==> config.mk <==
export PLATFORM = sky130hd
export DESIGN_NAME = arinc_word_output_stage
export DESIGN_NICKNAME = d
export VERILOG_FILES = /design/src/hdl/arinc_out_pkg.sv /design/src/hdl/two_entry_buffer.sv /design/src/hdl/label_matcher.sv /design/src/hdl/arinc_word_output_stage.sv
export SDC_FILE = /design/constraint.sdc
export NUM_CORES = 1
export LEC_CHECK = 0
export CAP_MARGIN = 20
export CORE_MARGIN = 3
export CORE_UTILIZATION = 55
export CTS_CLUSTER_DIAMETER = 60
export DETAILED_ROUTE_END_ITERATION = 10
export DONT_BUFFER_PORTS = 1
export PLACE_DENSITY = 0.73
export SLEW_MARGIN = 40
export SYNTH_ARGS = -nofsm -noshare
export SYNTH_HDL_FRONTEND = slang
export SYNTH_SLANG_ARGS = --single-unit
==> constraint.sdc <==
create_clock -name clk -period 7.9 [get_ports clk]
set_clock_uncertainty 0.1 [all_clocks]
set_input_delay 1.58 -clock clk [delete_from_list [all_inputs] [get_ports clk]]
set_output_delay 1.58 -clock clk [all_outputs]
set_load 0.03 [all_outputs]
==> src/hdl/arinc_out_pkg.sv <==
// shared constants and types for the word output stage
package arinc_out_pkg;
    localparam int WORD_BITS     = 32;
    localparam int LABEL_BITS    = 8;
    localparam int LABEL_FIRST   = 0;    // index of word bit 1 (label msb)
    localparam int SD_LO_IDX     = 8;    // word bit 9
    localparam int SD_HI_IDX     = 9;    // word bit 10
    localparam int PARITY_IDX    = 31;   // word bit 32
    localparam int CLK_PERIOD_NS = 8;
    localparam int REF_PERIOD_NS = 1000; // one period of the 1 MHz reference
    localparam int REF_CYCLES    = (REF_PERIOD_NS + CLK_PERIOD_NS - 1) / CLK_PERIOD_NS;
    localparam int REF_CNT_W     = 8;
    localparam logic [REF_CNT_W-1:0] REF_LOAD = REF_CNT_W'(REF_CYCLES - 1);
    localparam int BIT_CNT_W     = 6;
    localparam logic [BIT_CNT_W-1:0] BITS_FULL = BIT_CNT_W'(WORD_BITS);
    localparam logic [WORD_BITS-1:0] WORD_ZERO = 32'h0000_0000;
    localparam logic [WORD_BITS-1:0] WORD_ONES = 32'hFFFF_FFFF;

    typedef enum logic [1:0] {
        ST_IDLE = 2'b01,
        ST_HOLD = 2'b10
    } out_state_e;
endpackage

==> src/hdl/two_entry_buffer.sv <==
// small valid/ready word buffer between acceptance and the output latch
`timescale 1ns/100ps
`default_nettype none
module two_entry_buffer
    import arinc_out_pkg::*;
#(
    parameter int WIDTH = 32,
    parameter int DEPTH = 2
) (
    input  wire logic             clk,
    input  wire logic             rst,
    input  wire logic             ce,
    input  wire logic             clear,
    input  wire logic             inValid,
    input  wire logic [WIDTH-1:0] inData,
    output logic                  inReady,
    output logic                  outValid,
    output logic [WIDTH-1:0]      outData,
    input  wire logic             outReady
);
    localparam int PW = (DEPTH > 1) ? $clog2(DEPTH) : 1;
    localparam int CW = $clog2(DEPTH + 1);
    localparam logic [PW-1:0] PTR_LAST = PW'(DEPTH - 1);
    localparam logic [CW-1:0] CNT_FULL = CW'(DEPTH);

    typedef struct packed {
        logic [DEPTH-1:0][WIDTH-1:0] mem;
        logic [PW-1:0]               wrPtr;
        logic [PW-1:0]               rdPtr;
        logic [CW-1:0]               count;
    } buf_s;

    buf_s st_reg;
    buf_s st_next;
    logic push;
    logic pop;

    // honest full and empty straight from the count register
    assign inReady  = (st_reg.count != CNT_FULL);
    assign outValid = (st_reg.count != '0);
    assign outData  = st_reg.mem[st_reg.rdPtr];
    assign push     = inValid && inReady;
    assign pop      = outValid && outReady;

    // pointer and count update
    always_comb begin
        st_next = st_reg;
        if (push) begin
            st_next.mem[st_reg.wrPtr] = inData;
            st_next.wrPtr = (st_reg.wrPtr == PTR_LAST) ? '0 : st_reg.wrPtr + 1'b1;
        end
        if (pop) begin
            st_next.rdPtr = (st_reg.rdPtr == PTR_LAST) ? '0 : st_reg.rdPtr + 1'b1;
        end
        if (push && !pop) begin
            st_next.count = st_reg.count + 1'b1;
        end else if (pop && !push) begin
            st_next.count = st_reg.count - 1'b1;
        end
        if (clear) begin
            st_next = '0;
        end
        if (!ce) begin
            st_next = st_reg;
        end
    end

    // state register
    always_ff @(posedge clk or posedge rst) begin
        if (rst) begin
            st_reg <= '0;
        end else begin
            st_reg <= st_next;
        end
    end
endmodule // two_entry_buffer
`default_nettype wire

==> src/hdl/label_matcher.sv <==
// label and source/destination acceptance test for one received word
`timescale 1ns/100ps
`default_nettype none
module label_matcher
    import arinc_out_pkg::*;
#(
    parameter bit ENHANCED = 1'b1
) (
    input  wire logic [WORD_BITS-1:0]  word,
    input  wire logic [LABEL_BITS-1:0] label_match_primary,
    input  wire logic [LABEL_BITS-1:0] labelMask,
    input  wire logic [LABEL_BITS-1:0] label_match_second,
    input  wire logic [LABEL_BITS-1:0] label_match_third,
    input  wire logic                  secondEnable,
    input  wire logic                  thirdEnable,
    input  wire logic                  sdEnable,
    input  wire logic [1:0]            sdValue,
    output logic                       accept
);
    // word bit 1 is label bit 7, word bit 8 is label bit 0
    function automatic logic [LABEL_BITS-1:0] labelOf(input logic [WORD_BITS-1:0] w);
        logic [LABEL_BITS-1:0] l;
        l = '0;
        for (int i = 0; i < LABEL_BITS; i++) begin
            l[LABEL_BITS-1-i] = w[LABEL_FIRST+i];
        end
        return l;
    endfunction

    logic [LABEL_BITS-1:0] label;
    logic                  hitPrimary;
    logic                  hitSecond;
    logic                  hitThird;
    logic                  sdOk;

    // masked primary match, exact second and third matches
    assign label      = labelOf(word);
    assign hitPrimary = ((label ^ label_match_primary) & labelMask) == '0;
    assign hitSecond  = ENHANCED && secondEnable && (label == label_match_second);
    assign hitThird   = ENHANCED && thirdEnable && (label == label_match_third);
    assign sdOk       = !sdEnable || ({word[SD_HI_IDX], word[SD_LO_IDX]} == sdValue);
    assign accept     = (hitPrimary || hitSecond || hitThird) && sdOk;
endmodule // label_matcher
`default_nettype wire

==> src/hdl/arinc_word_output_stage.sv <==
// word output stage: assembly, parity, filtering, output latch and strobe
`timescale 1ns/100ps
`default_nettype none
// How it works
// - each true output n carries bit n of the last accepted word and changes only when the strobe rises or on a reset.
// - the enhanced variant drives a complement of every true output, updated on the same strobe edge.
// - with parity checking on, the last output shows the parity error flag, otherwise raw bit 32.
// - the enhanced variant shows every received bit, filtered or not, on a serial clock and data pair.
// - the enhanced variant accepts a word when any of three enabled label criteria matches.
// - the base variant keeps all 32 word outputs undriven from reset until the first accepted word.
// - the enhanced variant drives true outputs low and complements high from reset to the first word.
// - the enhanced variant never releases its word outputs.
// - the strobe rises when the latched word reaches the outputs and stays high until a new first bit, a master reset or the next latch load.
// - the active-low master reset clears the output latch and all receiver state.
// - with parity checking on, bit 32 is stored as zero for odd parity and one for even parity.
// - the latch loads one reference period before the strobe rises; a new first bit drops the strobe.
module arinc_word_output_stage
    import arinc_out_pkg::*;
#(
    parameter bit ENHANCED = 1'b1
) (
    input  wire logic                  clk,
    input  wire logic                  rst,
    input  wire logic                  ce,
    input  wire logic                  global_reset_n,
    input  wire logic                  parityEnable,
    input  wire logic                  rxFirstBit,
    input  wire logic                  rxBitStrobe,
    input  wire logic                  rxBitValue,
    input  wire logic                  rxWordDone,
    input  wire logic [LABEL_BITS-1:0] label_match_primary,
    input  wire logic [LABEL_BITS-1:0] labelMask,
    input  wire logic [LABEL_BITS-1:0] label_match_second,
    input  wire logic [LABEL_BITS-1:0] label_match_third,
    input  wire logic                  secondEnable,
    input  wire logic                  thirdEnable,
    input  wire logic                  sdEnable,
    input  wire logic [1:0]            sdValue,
    output logic                       rxReady,
    output logic [WORD_BITS-1:0]       wordOut,
    output logic [WORD_BITS-1:0]       wordOutN,
    output logic [WORD_BITS-1:0]       wordOutEn,
    output logic                       newWordStrobe,
    output logic                       serialClockOut,
    output logic                       serial_word_out
);
    typedef struct packed {
        out_state_e           state;
        logic [REF_CNT_W-1:0] refCount;
        logic [WORD_BITS-1:0] shiftWord;
        logic [BIT_CNT_W-1:0] bitCount;
        logic [WORD_BITS-1:0] acceptWord;
        logic                 acceptValid;
        logic [WORD_BITS-1:0] latchWord;
        logic [WORD_BITS-1:0] trueOut;
        logic [WORD_BITS-1:0] compOut;
        logic [WORD_BITS-1:0] outEnable;
        logic                 strobe;
        logic                 serClock;
        logic                 serData;
    } stage_s;

    // reset image differs by variant: base floats, enhanced drives true outputs low and complements high
    localparam stage_s RESET_STATE = '{
        state:       ST_IDLE,
        refCount:    '0,
        shiftWord:   WORD_ZERO,
        bitCount:    '0,
        acceptWord:  WORD_ZERO,
        acceptValid: 1'b0,
        latchWord:   WORD_ZERO,
        trueOut:     WORD_ZERO,
        compOut:     ENHANCED ? WORD_ONES : WORD_ZERO,
        outEnable:   ENHANCED ? WORD_ONES : WORD_ZERO,
        strobe:      1'b0,
        serClock:    1'b0,
        serData:     1'b0
    };

    stage_s               st_reg;
    stage_s               st_next;
    logic [WORD_BITS-1:0] fullWord;
    logic [WORD_BITS-1:0] checkedWord;
    logic                 wordOk;
    logic                 accept;
    logic                 bufInReady;
    logic                 bufOutValid;
    logic [WORD_BITS-1:0] bufOutData;
    logic                 bufOutReady;
    logic                 masterClear;

    assign masterClear = !global_reset_n;

    // the word being completed includes the bit that arrives with done
    assign fullWord = rxBitStrobe ? {rxBitValue, st_reg.shiftWord[WORD_BITS-1:1]}
                                  : st_reg.shiftWord;
    assign wordOk   = rxWordDone &&
                      ((rxBitStrobe ? st_reg.bitCount + 1'b1 : st_reg.bitCount) == BITS_FULL);

    // parity flag replaces bit 32: zero when odd, one when even
    always_comb begin
        checkedWord = fullWord;
        if (parityEnable) begin
            checkedWord[PARITY_IDX] = ~(^fullWord);
        end
    end

    label_matcher #(
        .ENHANCED            (ENHANCED)
    ) u_match (
        .word                (checkedWord),
        .label_match_primary (label_match_primary),
        .labelMask           (labelMask),
        .label_match_second  (label_match_second),
        .label_match_third   (label_match_third),
        .secondEnable        (secondEnable),
        .thirdEnable         (thirdEnable),
        .sdEnable            (sdEnable),
        .sdValue             (sdValue),
        .accept              (accept)
    );

    assign bufOutReady = (st_reg.state == ST_IDLE);

    two_entry_buffer #(
        .WIDTH    (WORD_BITS),
        .DEPTH    (2)
    ) u_buf (
        .clk      (clk),
        .rst      (rst),
        .ce       (ce),
        .clear    (masterClear),
        .inValid  (st_reg.acceptValid),
        .inData   (st_reg.acceptWord),
        .inReady  (bufInReady),
        .outValid (bufOutValid),
        .outData  (bufOutData),
        .outReady (bufOutReady)
    );

    // next-state logic for the whole stage
    always_comb begin
        st_next = st_reg;

        // serial monitor: data and a one-cycle clock pulse in the cycle after each bit
        st_next.serClock = ENHANCED && rxBitStrobe;
        if (rxBitStrobe) begin
            st_next.serData = ENHANCED ? rxBitValue : 1'b0;
        end

        // word assembly, bit 1 ends in index 0
        if (rxFirstBit) begin
            st_next.bitCount = '0;
        end
        if (rxBitStrobe) begin
            st_next.shiftWord = fullWord;
            st_next.bitCount  = (rxFirstBit ? BIT_CNT_W'(0) : st_reg.bitCount) + 1'b1;
        end

        // offer an accepted word to the buffer and hold it until taken
        if (st_reg.acceptValid && bufInReady) begin
            st_next.acceptValid = 1'b0;
        end
        if (wordOk && accept && !st_reg.acceptValid) begin
            st_next.acceptValid = 1'b1;
            st_next.acceptWord  = checkedWord;
        end

        // a new word on the line drops the strobe
        if (rxFirstBit) begin
            st_next.strobe = 1'b0;
        end

        // output latch sequencing
        case (st_reg.state)
            ST_IDLE: begin
                if (bufOutValid) begin
                    st_next.latchWord = bufOutData;
                    st_next.refCount  = REF_LOAD;
                    st_next.strobe    = 1'b0;
                    st_next.state     = ST_HOLD;
                end
            end
            ST_HOLD: begin
                if (st_reg.refCount != '0) begin
                    st_next.refCount = st_reg.refCount - 1'b1;
                end else begin
                    st_next.trueOut   = st_reg.latchWord;
                    st_next.compOut   = ENHANCED ? ~st_reg.latchWord : WORD_ZERO;
                    st_next.outEnable = WORD_ONES;
                    st_next.strobe    = 1'b1;
                    st_next.state     = ST_IDLE;
                end
            end
            default: begin
                st_next.state = ST_IDLE;
            end
        endcase

        // master reset clears latch and receiver, outputs back to reset image
        if (masterClear) begin
            st_next = RESET_STATE;
        end
        if (!ce) begin
            st_next = st_reg;
        end
    end

    // state register
    always_ff @(posedge clk or posedge rst) begin
        if (rst) begin
            st_reg <= RESET_STATE;
        end else begin
            st_reg <= st_next;
        end
    end

    // outputs straight from the state register
    assign rxReady         = !st_reg.acceptValid;
    assign wordOut         = st_reg.trueOut;
    assign wordOutN        = st_reg.compOut;
    assign wordOutEn       = st_reg.outEnable;
    assign newWordStrobe   = st_reg.strobe;
    assign serialClockOut  = st_reg.serClock;
    assign serial_word_out = st_reg.serData;
endmodule // arinc_word_output_stage
`default_nettype wire

==> results of run 1 <==
layer usage:
layer,up-vias,share of wire [%]
li1,3354,-
met1,3634,49
met2,225,42
met3,25,6.9
met4,2,1.4
met5,-,0.055
critical path: cells and delay by family (launching register included):
kind | cells | cell delay [ps]
flip-flops | 1 | 650
buffers and inverters | 2 | 610
metrics by stage:
| stage | std cells | hold WS, ps |
|---|---|---|
| floorplan | 1020 | 305 |
| global placement | 1138 | 321 |
| detailed placement | 1143 | 332 |
| CTS | 1192 | 342 |
| global route | 1192 | 350 |
| finish | 1192 | 335 |
final timing paths:
kind | to | slack [ps]
worst max-delay path | wordOutEn[0] | 4430
worst min-delay path | wordOutN[12] | 330
worst max register to register | wordOutN[28] | 4930
worst min register to register | wordOutN[12] | 330
max in group asynchronous | st_reg[200] | 5770
min in group asynchronous | wordOut[4] | 910
cells in the final DEF (no fill, tap or decap), types with 4 or more instances in the layout:
master / count
nand3_1: 5
xor2_1: 20
nor2_1: 44
clkbuf_8: 5
o2bb2ai_2: 27
dfstp_2: 33
xnor2_1: 44
ha_1: 5
clkinv_2: 5
clkbuf_1: 6
o21ai_0: 14
a21oi_1: 52
a22oi_1: 4
or3_1: 5
nand2b_1: 8
mux2i_1: 74
o31ai_1: 35
dfrtp_1: 214
o2bb2ai_1: 8
a22o_1: 132
nor3_1: 4
clkbuf_16: 27
o22ai_1: 4
nand2_1: 62
inv_1: 13
buf_4: 11
area by class of cell:
type                       instances  share of cell area, %
clock buffer                      38                   6.21
clock inverter                    11                  0.963
inverter                          14                  0.456
multi-input combinational        586                   36.8
sequential                       249                   50.9
tap                              275                   2.79
timing repair buffer              19                   1.93
power groups by stage:
stage	Combinational, mW	Clock, mW	Sequential, mW
after floorplan	0.184	0	1.34
after global placement	0.186	0	1.36
after detailed placement	0.194	0	1.37
after CTS	0.194	1.26	1.34
after global routing	0.217	1.32	1.35
final	0.192	1.24	1.34
kinds of logic after synthesis:
group,synth area share (%)
muxes,6.51
buffers and inverters,9.63
adders and majority gates,0.524
AOI/OAI and AO/OA,20.2
xor gates and xnor gates,4.89
and+or+nand+nor,5.65
DFF,52.6
==> flow_metrics.py, run 1 <==
metrics = {
    "global_routing": {
        "antenna_found_initial": 1,
        "grt_pass1_vias": 7020,
        "grtUsageMet1_pct": 31.3,
        "met2_usage_pct": 27.7,
        "grt_max_degree": 113,
        "global_route.usage.met3_pct": 4.70,
        "grt-busiest-layer": "met1",
        "overflow": 0,
        "grt_pass1_wl_um": 39100,
        "grt_use_total_pct": 19.8,
    },
    "cts": {
        "root_buffer": "clkbuf_16",
        "cts_tree": "yes",
        "clk_latency_ps": 510,
        "cts_buffer_depth": 3,
        "ctsHoldBuffers": 0,
        "post-cts-setup-buffer-count": 0,
        "cts_resized": 0,
        "cts.htree.levels": 1,
        "cts_num_sinks": 249,
        "cts_buffers": 27,
        "path_clk_slew_ps": 60,
    },
    "min_path": {
        "hold_depth": 1,
        "holdCritStartpoint": "st_reg[111]",
        "hold_path.class": "flip-flop to flip-flop",
    },
    "floorplanning": {
        "io-pin-count": 146,
        "initial_core_util_pct": 56.4,
        "die_h_um": 153,
        "die_x_um": 153,
        "dieArea_mm2": 0.0235,
        "core_mm2": 0.0212,
        "rows": 53,
    },
    "yosys": {
        "synth_nets": 1071,
        "async_reset_ff_share_pct": 100,
        "synth_cell_types": 50,
        "ys_ff_latch": 249,
        "syn-cell-area_mm2": 0.0119,
        "synth_top_area_share_pct": 45.1,
        "synth.most_common_cell": "dfrtp_1",
        "synth_area_leaders": "dfrtp_1 45%, a22o_1 9.7%, dfstp_2 7.5%",
        "avgSynthCellArea_um2": 11.7,
        "ys_top_cells_by_count": "215 x dfrtp_1, 132 x a22o_1, 99 x buf_4",
        "synth_area_leader_cell": "dfrtp_1",
        "yosys_most_used_dff": "dfrtp_1",
        "yosys_warnings": 0,
        "synthCells": 1020,
        "yosysSeqAreaShare_pct": 52.6,
        "synth_edf_count": 0,
    },
    "route": {
        "viasPerCell": 6.07,
        "wl_per_cell_um": 19.7,
        "wirelength_um": 23500,
        "drc": 0,
        "first_pass_iters": 5,
        "drtIter0Drc": 501,
        "num_vias": 7240,
        "ant_nets": 0,
    },
    "worst_setup_path": {
        "startpoint_type": "flip-flop",
        "cp_max_fo": 20,
        "startpoint": "wordOutEn[30]",
        "slowest_delay_ps": 650,
        "required_ps": 6220,
        "slowest_stage": "dfstp_4",
        "critPathCaptureType": "primary output",
        "worstSetupPathType": "flip-flop to primary output",
        "cp_cell_sequence": "buf_6 > buf_16",
        "crit_arrival_ps": 1790,
        "r2r_cells": 9,
        "regToRegStartpoint": "st_reg[202]",
    },
    "layout": {
        "drive_gt1_share_pct": 15.2,
        "antenna_cells": 0,
        "register_area_mm2": 0.00628,
        "largest_reg_flops": 113,
        "finalInstanceArea_mm2": 0.0123,
        "final_core_util_pct": 58.4,
        "nets": 948,
        "fill_cells": 1686,
        "multi_input_area_mm2": 0.00454,
        "area_growth_pct": 3.50,
    },
    "pwr": {
        "power.density_mw_per_mm2": 225,
        "pwr-share-clk_pct": 44.6,
        "p_leak_nw": 5.38,
        "p_int_mw": 2.12,
        "net-switching-power_mw": 0.653,
        "p_seq_share_pct": 48.4,
        "switching_share_pct": 23.5,
        "pwr-share-comb_pct": 6.9,
        "ir_drop_uv": 185,
        "power.total_mw": 2.77,
    },
    "timing": {
        "max_freq_mhz": 288,
        "setup_ws_ps": 4430,
        "period_share_pct": 43.9,
        "max-slew-margin-rel_pct": 54.3,
        "layout_min_cycle_time_ps": 3470,
        "setup_viol": 0,
        "fin_tns_setup_ps": 0,
        "worst_slew_pin_slew_ps": 686,
        "finalHoldViolCount": 0,
        "drv_slew": 0,
        "rsz0062_at_grt": "no",
    },
    "place": {
        "portBuffers": 0,
        "pre_cts_slack_ps": 3910,
        "dpl.hpwl_um": 15100,
        "place_area_mm2": 0.0115,
        "place_congestion": 0.871,
    },
    "job": {
        "drv_cap": 0,
    },
    "outcome": {
        "outcome": "complete, no violations",
    },
}
(Power assumes the default switching activity.)
==> run 2: changes to the inputs <==
- clock period: 7.9 -> 2.88 ns (I/O delays scaled with it)
==> flow_metrics.py, run 2 (synthesis gave the netlist of run 1 again) <==
metrics = {
    "floorplanning": {
        "dieArea_mm2": 0.0235,
        "initial_core_util_pct": 56.4,
        "die_x_um": 153,
        "io-pin-count": 146,
        "die_h_um": 153,
        "rows": 53,
        "core_mm2": 0.0212,
    },
    "route": {
        "viasPerCell": 5.94,
        "num_vias": 7203,
        "first_pass_iters": 7,
        "wirelength_um": 23600,
        "ant_nets": 0,
        "drtIter0Drc": 376,
        "wl_per_cell_um": 19.5,
        "drc": 0,
    },
    "pwr": {
        "ir_drop_uv": 331,
        "pwr-share-clk_pct": 46.9,
        "p_seq_share_pct": 45.9,
        "p_int_mw": 6.17,
        "pwr-share-comb_pct": 7.2,
        "power.density_mw_per_mm2": 630,
        "net-switching-power_mw": 1.81,
        "switching_share_pct": 22.7,
        "p_leak_nw": 5.55,
    },
    "min_path": {
        "hold_depth": 1,
        "hold_path.class": "primary input to flip-flop",
        "hold_end": "u_buf.st_reg[0]",
        "holdCritStartpoint": "ce",
    },
    "layout": {
        "final_core_util_pct": 59.9,
        "antenna_cells": 0,
        "nets": 969,
        "area_growth_pct": 6.19,
        "drive_gt1_share_pct": 17.6,
        "final_cell_mix": "214 x dfrtp_1, 132 x a22o_1, 74 x mux2i_1",
        "layout_commonest_cell": "dfrtp_1",
        "fill_cells": 1661,
        "finalInstanceArea_mm2": 0.0127,
        "largest_reg_flops": 113,
        "finalNonFillerCells": 1213,
    },
    "place": {
        "place_congestion": 0.846,
        "dpl.hpwl_um": 15600,
        "portBuffers": 0,
        "place_area_mm2": 0.0117,
        "dp_cells": 1163,
    },
    "cts": {
        "cts.htree.levels": 1,
        "post-cts-setup-buffer-count": 0,
        "cts_num_sinks": 249,
        "cts_tree": "yes",
        "cts_buffer_depth": 3,
        "path_clk_slew_ps": 60,
        "clk_latency_ps": 530,
        "cts_buffers": 26,
        "root_buffer": "clkbuf_16",
    },
    "worst_setup_path": {
        "cp_max_fo": 32,
        "startpoint_type": "flip-flop",
        "crit_arrival_ps": 3030,
        "regToRegStartpoint": "st_reg[202]",
        "r2r_end": "wordOutN[0]",
        "required_ps": 3220,
        "r2r_cells": 10,
        "reg2reg_slack_ps": 180,
        "worstSetupPathType": "flip-flop to flip-flop",
        "critPathCaptureType": "flip-flop",
    },
    "global_routing": {
        "grt_max_degree": 65,
        "grt_pass1_wl_um": 39300,
        "grt_use_total_pct": 19.9,
        "overflow": 0,
        "antenna_found_initial": 0,
        "grt_pass1_vias": 7255,
    },
    "timing": {
        "whs_ps": 62.6,
        "layout_min_cycle_time_ps": 2700,
        "max-slew-margin-rel_pct": 56.2,
        "max_freq_mhz": 371,
        "rsz0062_at_grt": "no",
        "period_share_pct": 93.6,
        "setup_viol": 0,
        "worst_slew_pin_slew_ps": 658,
        "drv_slew": 0,
        "finalHoldViolCount": 0,
        "fin_tns_setup_ps": 0,
    },
    "job": {
        "drv_cap": 0,
    },
    "outcome": {
        "outcome": "complete, no violations",
    },
}
run 2: power groups by stage:
stage / clock network, mW / registers [mW] / logic [mW]
after floorplan: 0 / 3.67 / 0.504
after global placement: 0 / 3.72 / 0.557
after detailed placement: 0 / 3.72 / 0.579
after CTS: 3.81 / 3.66 / 0.582
after global routing: 3.96 / 3.67 / 0.647
final: 3.74 / 3.66 / 0.578
run 2: worst max-delay path, stage by stage, from the launching register on:
cell	delay [ps]
dfrtp_1	370
inv_1	90
ha_1	190
or3b_1	390
or3_1	390
nor3_2	240
nand2_1	190
a21oi_2	240
buf_12	210
nor2_1	60
a21oi_1	140
run 2: cell type report:
class | count | area, µm² | share of cell area, %
Inverter | 14 | 56.3 | 0.444
Sequential cell | 249 | 6280 | 49.6
Multi-Input combinational cell | 586 | 4540 | 35.9
Timing Repair Buffer | 41 | 458 | 3.61
Tap cell | 275 | 344 | 2.72
Clock inverter | 15 | 241 | 1.91
Clock buffer | 33 | 747 | 5.90
run 2: repair_timing:
action / in CTS / in global routing
endpoints found under the hold margin: 21 / 0
hold buffers: 1 / 0
gates resized for setup: 0 / 0
run 2: worst max path at each step:
| stage | end | cells after the start | from | slack [ps] |
|---|---|---|---|---|
| floorplan | newWordStrobe | 1 | rst | -1040 |
| global placement | st_reg[161] | 7 | rxBitStrobe | 120 |
| detailed placement | st_reg[153] | 9 | rxBitStrobe | 80 |
| CTS | wordOutN[12] | 10 | st_reg[202] | 150 |
| global route | wordOutN[0] | 10 | st_reg[202] | 5 |
| finish | wordOutN[0] | 10 | st_reg[202] | 180 |
run 2: through the flow:
stage | setup slack, ps | total power, mW
after CTS | 153 | 8.05
final | 184 | 7.98
after global placement | 117 | 4.27
after detailed placement | 82.6 | 4.30
after floorplan | -1040 | 4.17
after global routing | 4.90 | 8.27
run 2: per-layer routing:
layer,share of wire [%],global-route usage [%],up-vias
li1,-,-,3381
met1,49,30.3,3595
met2,44,29.7,202
met3,6.7,4.45,25
met4,1.2,3.52,0
met5,0,0,-
